<file path="src/nvm_clock_divider_map.svh">
// Register offsets, field positions, reset values and timing figures of the nvm clock divider
`ifndef NVM_CLOCK_DIVIDER_MAP_SVH
`define NVM_CLOCK_DIVIDER_MAP_SVH

// ============================================================
// Register offsets (byte-wide registers, 4-bit address)
`define NVM_ADDR_W 4
`define NVM_ADDR_CFG 4'h0
`define NVM_ADDR_SHADOW_LO 4'h1
`define NVM_ADDR_SHADOW_HI 4'h3
`define NVM_ADDR_STATUS 4'h4
`define NVM_NUM_REGS 4'h9

// ============================================================
// Divider register fields, shadow register count and key width
`define NVM_FLAG_BIT 7
`define NVM_PRESC_BIT 6
`define NVM_DIV_MSB 5
`define NVM_DIV_W 6
`define NVM_CFG_RST 8'h00
`define NVM_SHADOW_RST 8'h00
`define NVM_SHADOW_N 3
`define NVM_KEY_W 64

// ============================================================
// Prescaler and timing
`define NVM_PRESC_W 3
`define NVM_PRESC_LAST 3'h7
`define NVM_PRESC_SHIFT 4'h3
`define NVM_GAP_W 10
`define NVM_CLK_NS 100
`define NVM_PULSE_MIN_NS 5000
`define NVM_PULSE_MAX_NS 6700
`define NVM_PULSE_MIN_CYC ((`NVM_PULSE_MIN_NS + `NVM_CLK_NS - 1) / `NVM_CLK_NS)
`define NVM_PULSE_MAX_CYC (`NVM_PULSE_MAX_NS / `NVM_CLK_NS)

`endif

</file>
<file path="src/nvm_clock_divider_pkg.sv">
// State types of the nvm clock divider and its two counters
package nvm_clock_divider_pkg;

    typedef struct packed {
        logic [2:0] cnt;
    } presc_state_t;

    typedef struct packed {
        logic [5:0] cnt;
    } div_state_t;

    typedef struct packed {
        logic loaded;
        logic presc;
        logic [5:0] div;
        logic boot_done;
        logic [2:0][7:0] shadow;
        logic [7:0] rdata;
        logic tick;
        logic key_match;
        logic [9:0] gap;
        logic seen;
    } top_state_t;

endpackage : nvm_clock_divider_pkg

</file>
<file path="src/nvm_prescaler.sv">
// Optional divide-by-eight stage ahead of the divisor counter
`include "nvm_clock_divider_map.svh"

module nvm_prescaler (
    input wire logic clock,
    input wire logic arst_n,
    input wire logic run,
    input wire logic by_eight,
    output logic stage_en
);

    nvm_clock_divider_pkg::presc_state_t st_ff;
    nvm_clock_divider_pkg::presc_state_t nxt_st;

    always_comb begin
        nxt_st = st_ff;
        if (run) begin
            nxt_st.cnt = st_ff.cnt + 3'h1;
        end else begin
            nxt_st.cnt = 3'h0;
        end
    end

    always_ff @(posedge clock or negedge arst_n) begin
        if (!arst_n) begin
            st_ff <= '0;
        end else begin
            st_ff <= nxt_st;
        end
    end

    assign stage_en = run && (!by_eight || st_ff.cnt == `NVM_PRESC_LAST);

endmodule : nvm_prescaler

</file>
<file path="src/nvm_divisor_counter.sv">
// Divide-by-(divisor+1) counter on the prescaler enable
`include "nvm_clock_divider_map.svh"

module nvm_divisor_counter (
    input wire logic clock,
    input wire logic arst_n,
    input wire logic run,
    input wire logic step,
    input wire logic [5:0] divisor,
    output logic tick
);

    nvm_clock_divider_pkg::div_state_t st_ff;
    nvm_clock_divider_pkg::div_state_t nxt_st;

    always_comb begin
        nxt_st = st_ff;
        if (!run) begin
            nxt_st.cnt = 6'h00;
        end else if (step) begin
            nxt_st.cnt = (st_ff.cnt == divisor) ? 6'h00 : st_ff.cnt + 6'h01;
        end
    end

    always_ff @(posedge clock or negedge arst_n) begin
        if (!arst_n) begin
            st_ff <= '0;
        end else begin
            st_ff <= nxt_st;
        end
    end

    assign tick = run && step && st_ff.cnt == divisor;

endmodule : nvm_divisor_counter

</file>
<file path="src/nvm_clock_divider.sv">
// Write-once nvm clock divider register, timing clock enable and program/erase gate
`include "nvm_clock_divider_map.svh"

module nvm_clock_divider (
    input wire logic clock,
    input wire logic arst_n,
    input wire logic [3:0] addr,
    input wire logic [7:0] wdata,
    input wire logic wr,
    input wire logic rd,
    output logic [7:0] rdata,
    input wire logic [23:0] nv_config,
    input wire logic [63:0] nv_key,
    input wire logic [63:0] key_candidate,
    output logic key_match,
    input wire logic pe_request,
    output logic pe_grant,
    output logic timing_tick,
    output logic divisor_loaded_flag
);

    // ============================================================
    // State
    nvm_clock_divider_pkg::top_state_t st_ff;
    nvm_clock_divider_pkg::top_state_t nxt_st;

    logic stage_en;
    logic div_tick;
    logic [9:0] period;
    logic cfg_ok;
    logic cfg_hit;

    // ============================================================
    // Timing chain
    // Counters only run once the divider is loaded, so no pulse
    // ever leaves with an unconfigured divisor.
    nvm_prescaler nvm_prescaler_i (
        .clock(clock),
        .arst_n(arst_n),
        .run(st_ff.loaded),
        .by_eight(st_ff.presc),
        .stage_en(stage_en)
    );

    nvm_divisor_counter nvm_divisor_counter_i (
        .clock(clock),
        .arst_n(arst_n),
        .run(st_ff.loaded),
        .step(stage_en),
        .divisor(st_ff.div),
        .tick(div_tick)
    );

    // Pulse length in bus cycles, used for the range status bit
    assign period = st_ff.presc ?
        ({4'h0, st_ff.div} + 10'h001) << `NVM_PRESC_SHIFT :
        ({4'h0, st_ff.div} + 10'h001);
    assign cfg_ok = st_ff.loaded &&
        period >= 10'(`NVM_PULSE_MIN_CYC) &&
        period <= 10'(`NVM_PULSE_MAX_CYC);

    assign cfg_hit = addr == `NVM_ADDR_CFG;

    // ============================================================
    // Next state
    always_comb begin
        nxt_st = st_ff;
        nxt_st.tick = div_tick;
        // Key stays inside the array; only the match result leaves
        nxt_st.key_match = key_candidate == nv_key;

        // Shadow copy on first edge after reset release; ports may not
        // feed the asynchronous reset branch.
        if (!st_ff.boot_done) begin
            nxt_st.boot_done = 1'b1;
            nxt_st.shadow = nv_config;
        end

        // Only the first write after reset lands; the flag bit of
        // the write data is ignored either way.
        if (wr && cfg_hit && !st_ff.loaded) begin
            nxt_st.loaded = 1'b1;
            nxt_st.presc = wdata[`NVM_PRESC_BIT];
            nxt_st.div = wdata[`NVM_DIV_MSB:0];
        end

        if (rd) begin
            if (cfg_hit) begin
                nxt_st.rdata = {st_ff.loaded, st_ff.presc, st_ff.div};
            end else if (addr >= `NVM_ADDR_SHADOW_LO && addr <= `NVM_ADDR_SHADOW_HI) begin
                nxt_st.rdata = st_ff.shadow[2'(addr - `NVM_ADDR_SHADOW_LO)];
            end else if (addr == `NVM_ADDR_STATUS) begin
                nxt_st.rdata = {7'h00, cfg_ok};
            end else begin
                nxt_st.rdata = 8'h00;
            end
        end

        // Assertion helper: bus cycles since the previous timing pulse
        if (st_ff.tick) begin
            nxt_st.gap = 10'h001;
            nxt_st.seen = 1'b1;
        end else if (st_ff.gap != 10'h3ff) begin
            nxt_st.gap = st_ff.gap + 10'h001;
        end
    end

    always_ff @(posedge clock or negedge arst_n) begin
        if (!arst_n) begin
            st_ff <= '0;
        end else begin
            st_ff <= nxt_st;
        end
    end

    // ============================================================
    // Outputs
    assign rdata = st_ff.rdata;
    assign key_match = st_ff.key_match;
    assign timing_tick = st_ff.tick;
    assign divisor_loaded_flag = st_ff.loaded;
    assign pe_grant = pe_request && st_ff.loaded;
endmodule : nvm_clock_divider

</file>
<file path="config.mk">
export PLATFORM = sky130hd
export DESIGN_NAME = nvm_clock_divider
export DESIGN_NICKNAME = d
export VERILOG_FILES = /design/src/nvm_clock_divider_pkg.sv /design/src/nvm_prescaler.sv /design/src/nvm_divisor_counter.sv /design/src/nvm_clock_divider.sv
export VERILOG_INCLUDE_DIRS = /design/src /design/src/src
export SDC_FILE = /design/constraint.sdc
export NUM_CORES = 1
export LEC_CHECK = 0
export ABC_CLOCK_PERIOD_IN_PS = 3300
export BUFFER_PORTS_ARGS = -buffer_cell sky130_fd_sc_hd__buf_2
export CELL_PAD_IN_SITES_DETAIL_PLACEMENT = 1
export CELL_PAD_IN_SITES_GLOBAL_PLACEMENT = 2
export CORE_ASPECT_RATIO = 0.9
export CORE_UTILIZATION = 27
export DETAILED_ROUTE_END_ITERATION = 8
export HOLD_SLACK_MARGIN = 0.02
export PLACE_DENSITY = 0.89
export SLEW_MARGIN = 20
export SYNTH_ARGS = -nofsm -noshare
export SYNTH_HDL_FRONTEND = slang
export SYNTH_SLANG_ARGS = --single-unit
</file>
<file path="constraint.sdc">
create_clock -name clock -period 3.3 [get_ports clock]
set_clock_uncertainty 0.15 [all_clocks]
set_input_delay 0.66 -clock clock [delete_from_list [all_inputs] [get_ports clock]]
set_output_delay 0.66 -clock clock [all_outputs]
set_load 0.005 [all_outputs]
</file>
# After elaboration in Yosys (flattened, before gate mapping)

Index checks and enable logic that the tools add are counted.

Output and inout bits: 12
Word-level logic and storage cells: 49
Register bits after elaboration: 52
Bits of input ports: 169

Magnitude comparators: 5
Reduce and logical (&&, ||, !) cells: 13
Mux-type cells: 10
Equal/unequal tests: 5
Add/sub/neg operators: 4

Operators with widths:

| operator            | number |
|---|---|
| $eq 64x64->1        | 1 |
| $mux 8              | 3 |
| $mux 6              | 3 |
| $bmux 8 s2          | 1 |
| $ge 10x6->1 const B | 1 |
| $le 10x7->1 const B | 1 |
| $mux 10             | 1 |
| $logic_and 1x1->1   | 9 |
| $add 6x1->7 const B | 1 |
| $add 6x1->6 const B | 1 |
| $eq 6x6->1          | 1 |
| $eq 4x3->1 const B  | 1 |
| $ge 4x1->1 const B  | 1 |
| $le 4x2->1 const B  | 1 |
| $logic_not 4->1     | 1 |
| $add 3x1->3 const B | 1 |
| $eq 3x3->1 const B  | 1 |
| $lt 2x3->1 const B  | 1 |
| $mux 3              | 1 |
| $logic_not 1->1     | 2 |
| $ne 2x1->1 const B  | 1 |
| $sub 2x1->2 const B | 1 |
| $logic_or 1x1->1    | 1 |
| $mux 1              | 1 |

# Longest topological paths before layout

Depth in word-level cells: 8
Gate-level depth with buffers: 9
Gate-level depth less buffers: 7

# By module

A second synthesis with hierarchy kept.

Cells, all modules: 300
Area total of the unflattened synthesis: 3278.1 µm²

By module, submodules not included:

| module              | seq. area each (µm²) | times used | cells each | area an instance (µm²) |
|---|---|---|---|---|
| nvm_clock_divider   | 1076.0               | 1          | 255        | 2751.4 |
| nvm_divisor_counter | 150.1                | 1          | 35         | 387.9 |
| nvm_prescaler       | 75.1                 | 1          | 10         | 138.9 |

# Worst setup path after synthesis

Ideal clock, no wire load.

Kind: input to register
From: input addr[0]
To: register st_ff[46] in the netlist's numbering
Required time: 3.022 ns
Library setup time: 0.128 ns
Arrival: 1.983 ns
Setup slack: 1.040 ns
Path buffers: 0
Stages on the path: 6
Cells stage by stage: inv_2 -> ha_1 -> nor3b_2 -> nand2_1 -> nor2_4 -> mux2_1

Word-level cells in the longest chain between the ends: 3

Ends and longest elaborated chain:

| what                            | RTL line                 | RTL |
|---|---|---|
| from (decl)                     | nvm_clock_divider.sv:7   | `input wire logic [3:0] addr,` |
| $logic_not 4->1 (no line)       | --                       |  |
| $logic_and 1x1->1 (2 in series) | nvm_clock_divider.sv:81  | `if (wr && cfg_hit && !st_ff.loaded) begin` |
| to (signal assigned)            | nvm_clock_divider.sv:112 | `st_ff <= nxt_st;` |
| to (decl)                       | nvm_clock_divider.sv:24  | `nvm_clock_divider_pkg::top_state_t st_ff;` |

No other way between the ends.
A chain may end at the register's enable or synchronous reset.

# Worst setup path in the final report

From: input addr[0]
To: register st_ff (netlist bit rdata[1])

Word-level cells in the longest chain between the ends: 5
Elaborated cells on any way between the ends: 9
Those cells by class: add/sub (1); order compare (2); mux (4); reduce/logical (2)

Ends and longest elaborated chain:

| what                  | RTL line                | RTL |
|---|---|---|
| $sub 2x1->2 (no line) | --                      |  |
| $bmux 8 s2            | nvm_clock_divider.sv:91 | `` nxt_st.rdata = st_ff.shadow[2'(addr - `NVM_ADDR_SHADOW_LO)]; `` |
| $mux 8                | nvm_clock_divider.sv:91 |  |
| $mux 8                | nvm_clock_divider.sv:90 | `` end else if (addr >= `NVM_ADDR_SHADOW_LO && addr <= `NVM_ADDR_SHADOW_HI) begin `` |
| $mux 8 *              | nvm_clock_divider.sv:88 | `if (cfg_hit) begin` |

Mark *: on every way between the ends. The rest lies on a longest branch, timed or not. The select of a mux whose other input is x is not followed.

==> results.py <==
metrics = {
    "synthesis": {
        "synth.area.top_cells": "dfrtp_1 40%, xor2_1 20%, mux2_2 6.9%, mux2_1 3.5%, nor4_1 3.3%",
        "yosysMostFrequentCell": "xor2_1",
        "synth_top_family_by_area": "XOR/XNOR gates",
        "ys_ff_latch": 52,
        "synth_top_flop_cell": "dfrtp_1",
        "yosys.cell_types.count": 38,
        "syn_area_mm2": 0.003254,
        "synth_nets": 489,
        "yosys-top-cells-count": "74 x xor2_1, 52 x dfrtp_1, 21 x nand2_1, 20 x mux2_2, 17 x nor4_1",
        "synth_compound_area_share_pct": 7.958,
        "postSynthAreaPerCell_um2": 10.33,
        "yosysTopAreaCellShare_pct": 39.98,
        "synthArstFlopShare_pct": 100.0,
        "synth_edf_count": 0,
        "seq_area_frac_synth_pct": 39.98,
        "yosys_warnings": 0,
        "synth_simple_gate_area_share_pct": 12.73,
        "synthCells": 315,
        "synthMuxAreaShare_pct": 13.15,
        "synthAdderAreaFrac_pct": 1.922,
        "synth_xor_area_share_pct": 20.18,
        "synth_area_leader_cell": "dfrtp_1",
    },
    "clock_network": {
        "htreeDepth": 2,
        "numCtsBuffers": 5,
        "path_clk_slew_ns": 0.07,
        "cts_num_sinks": 52,
        "cts_hold_buffers": 0,
        "post_cts_resized": 0,
        "postCtsSetupRepairBufs": 0,
        "insertion_delay_ns": 0.30,
        "clk_path_buf_depth": 2,
        "cts_tree": "done",
        "root_buffer": "clkbuf_16",
    },
    "grt": {
        "antenna_found_initial": 1,
        "overflow": 0,
        "grt_pass1_vias": 3237,
        "grtUsageTotal_pct": 16.43,
        "grt_max_degree": 29,
        "grt_pass1_wl_um": 16100,
    },
    "power_and_ir_drop": {
        "peakVddDrop_mv": 0.2065,
        "p_seq_share_pct": 43.8,
        "power_leakage_nw": 2.185,
        "p_comb_share_pct": 27.9,
        "clkPwrFrac_pct": 28.3,
        "switching_share_pct": 32.81,
        "switching_power_mw": 0.6370,
        "powerDensity_mw_per_mm2": 441.0,
        "internal_power_mw": 1.305,
    },
    "place": {
        "gp_congestion": 0.7748,
        "hpwl_um": 8316,
        "port_buffers": 179,
        "place_ws_ns": 0.6408,
    },
    "die": {
        "io_pins": 181,
        "core_mm2": 0.01157,
        "die_x_um": 117.7,
        "start_util_pct": 28.12,
        "row_count": 37,
        "die_h_um": 106.2,
        "die_area_mm2": 0.01250,
    },
    "flow_run": {
        "max-cap-violations": 0,
    },
    "sta": {
        "maxSlewHeadroom_pct": 35.08,
        "hold_viol": 0,
        "rsz0062_at_grt": "false",
        "finalSetupTns_ns": 0,
        "slew_violations": 0,
        "fin_crit_sh_pct": 70.78,
        "finalSetupViolCount": 0,
        "setup_slack_ns": 0.9643,
        "max_freq_mhz": 428.1,
        "worst_slew_pin_slew_ns": 0.9738,
        "period_minus_slack_ns": 2.336,
    },
    "final_layout": {
        "area_delta_synth_final_pct": 35.29,
        "drive_above_1_share_pct": 44.12,
        "num-nets-final": 658,
        "utilization_pct": 38.04,
    },
    "detailed_routing": {
        "drtAntennaViolNets": 0,
        "first_pass_iters": 5,
        "first_iter_violations": 76,
        "vias": 2914,
        "wl_per_cell_um": 15.31,
        "routed_via_density": 4.539,
        "totalWireLength_um": 9827,
        "drc_errors": 0,
    },
    "setup_path": {
        "cp-start-kind": "input pin",
        "path_max_fanout": 9,
        "worstPathRequired_ns": 3.37,
        "cp-end-kind": "flop",
        "crit_arrival_ns": 2.41,
        "criticalPathCategory": "input pin to flop",
    },
    "run_status": {
        "status": "finished, final reports clean",
    },
    "min_path": {
        "hold_class": "input pin to async pin",
    },
}
## final timing paths
check,startpoint,endpoint,slack [ns],cells after the start
worst max-delay path,addr[0],rdata[1],0.96,8
worst max register to register,st_ff[46],rdata[0],1.36,6
worst min register to register,nvm_prescaler_i.st_ff[0],nvm_prescaler_i.st_ff[0],0.29,1
worst min-delay path,arst_n,nvm_prescaler_i.st_ff[1],0.23,1
max in group asynchronous,arst_n,st_ff[33],1.97,2
min in group clock,nvm_prescaler_i.st_ff[0],nvm_prescaler_i.st_ff[0],0.29,1
## metrics by stage
stage	hold slack [ns]	power, mW	std cells	cell area, um^2
6_report	0.2269	1.942	642	4403
4_1_cts	0.2497	1.974	641	4400
2_1_floorplan	0.2144	1.176	315	3254
3_5_place_dp	0.2740	1.413	633	4247
5_1_grt	0.2640	2.071	641	4400
3_3_place_gp	0.2734	1.381	633	4247
## worst max-delay path, stage by stage
cell and delay (ns):
buf_2 0.10, inv_2 0.08, ha_1 0.59, nor2b_1 0.49, nand2_1 0.11, o21ai_1 0.11, a22oi_1 0.09, a21oi_1 0.18
## kinds of logic (layout without fill, tap and decap cells)
family / count (synthesis) / in the layout
muxes: 39 / 39
other: 1 / 2
and+or+nand+nor: 77 / 77
DFF: 52 / 52
xor gates and xnor gates: 75 / 75
buffers and inverters: 23 / 193
AOI/OAI and AO/OA: 43 / 43
adders and majority gates: 5 / 5
## final cells by class
type,count,area (um^2)
fillers,1398,7171
multi-input cells,240,1824
flip-flops and latches,52,1301
repair buffers,181,910.9
well taps,156,195.2
clock buffers,5,125.1
clock inverters,3,28.78
inverters,4,15.01
diodes,1,2.502
## power by group through the flow
| stage | registers [mW] | clock network (mW) | logic, mW |
|---|---|---|---|
| 6_report | 0.851 | 0.550 | 0.541 |
| 3_5_place_dp | 0.863 | 0 | 0.550 |
| 2_1_floorplan | 0.796 | 0 | 0.380 |
| 3_3_place_gp | 0.858 | 0 | 0.522 |
| 4_1_cts | 0.852 | 0.569 | 0.553 |
| 5_1_grt | 0.867 | 0.589 | 0.615 |
## sequential cells by signal, indices dropped and copies added, names as in the netlist
name and flops:
timing_tick 1, st_ff 32, key_match 1, rdata 8, nvm_prescaler_i.st_ff 3, nvm_divisor_counter_i.st_ff 6, divisor_loaded_flag 1
## per-layer routing
layer  wire length, um  vias up  global-route usage (%)
li1                  -     1431                       -
met1              4044     1364                   18.43
met2              5106      111                   31.72
met3               585        8                   3.326
met4                91        0                   3.571
met5                 0        -                       0
## cells in the final DEF, fill, tap and decap left out, types with 2 or more instances in the layout
master | netlist | final
nor2b_1 | 3 | 3
o21ai_1 | 16 | 16
buf_2 | 4 | 179
nand2_1 | 21 | 21
nand4_1 | 4 | 4
nor3_1 | 3 | 3
nand2b_1 | 2 | 2
nor4_1 | 17 | 17
mux2_1 | 10 | 10
mux2i_1 | 9 | 9
ha_1 | 5 | 5
a211oi_1 | 2 | 2
a22oi_1 | 7 | 7
mux2_2 | 20 | 20
buf_4 | 10 | 2
a22o_1 | 2 | 2
nor3b_1 | 2 | 2
a21oi_1 | 10 | 10
xor2_1 | 74 | 74
nand3_1 | 2 | 2
inv_1 | 3 | 3
clkbuf_16 | 0 | 5
inv_6 | 0 | 2
a31oi_1 | 3 | 3
nor2_1 | 13 | 13
and2_1 | 4 | 4
dfrtp_1 | 52 | 52
Power figures use the tool's default switching activity.
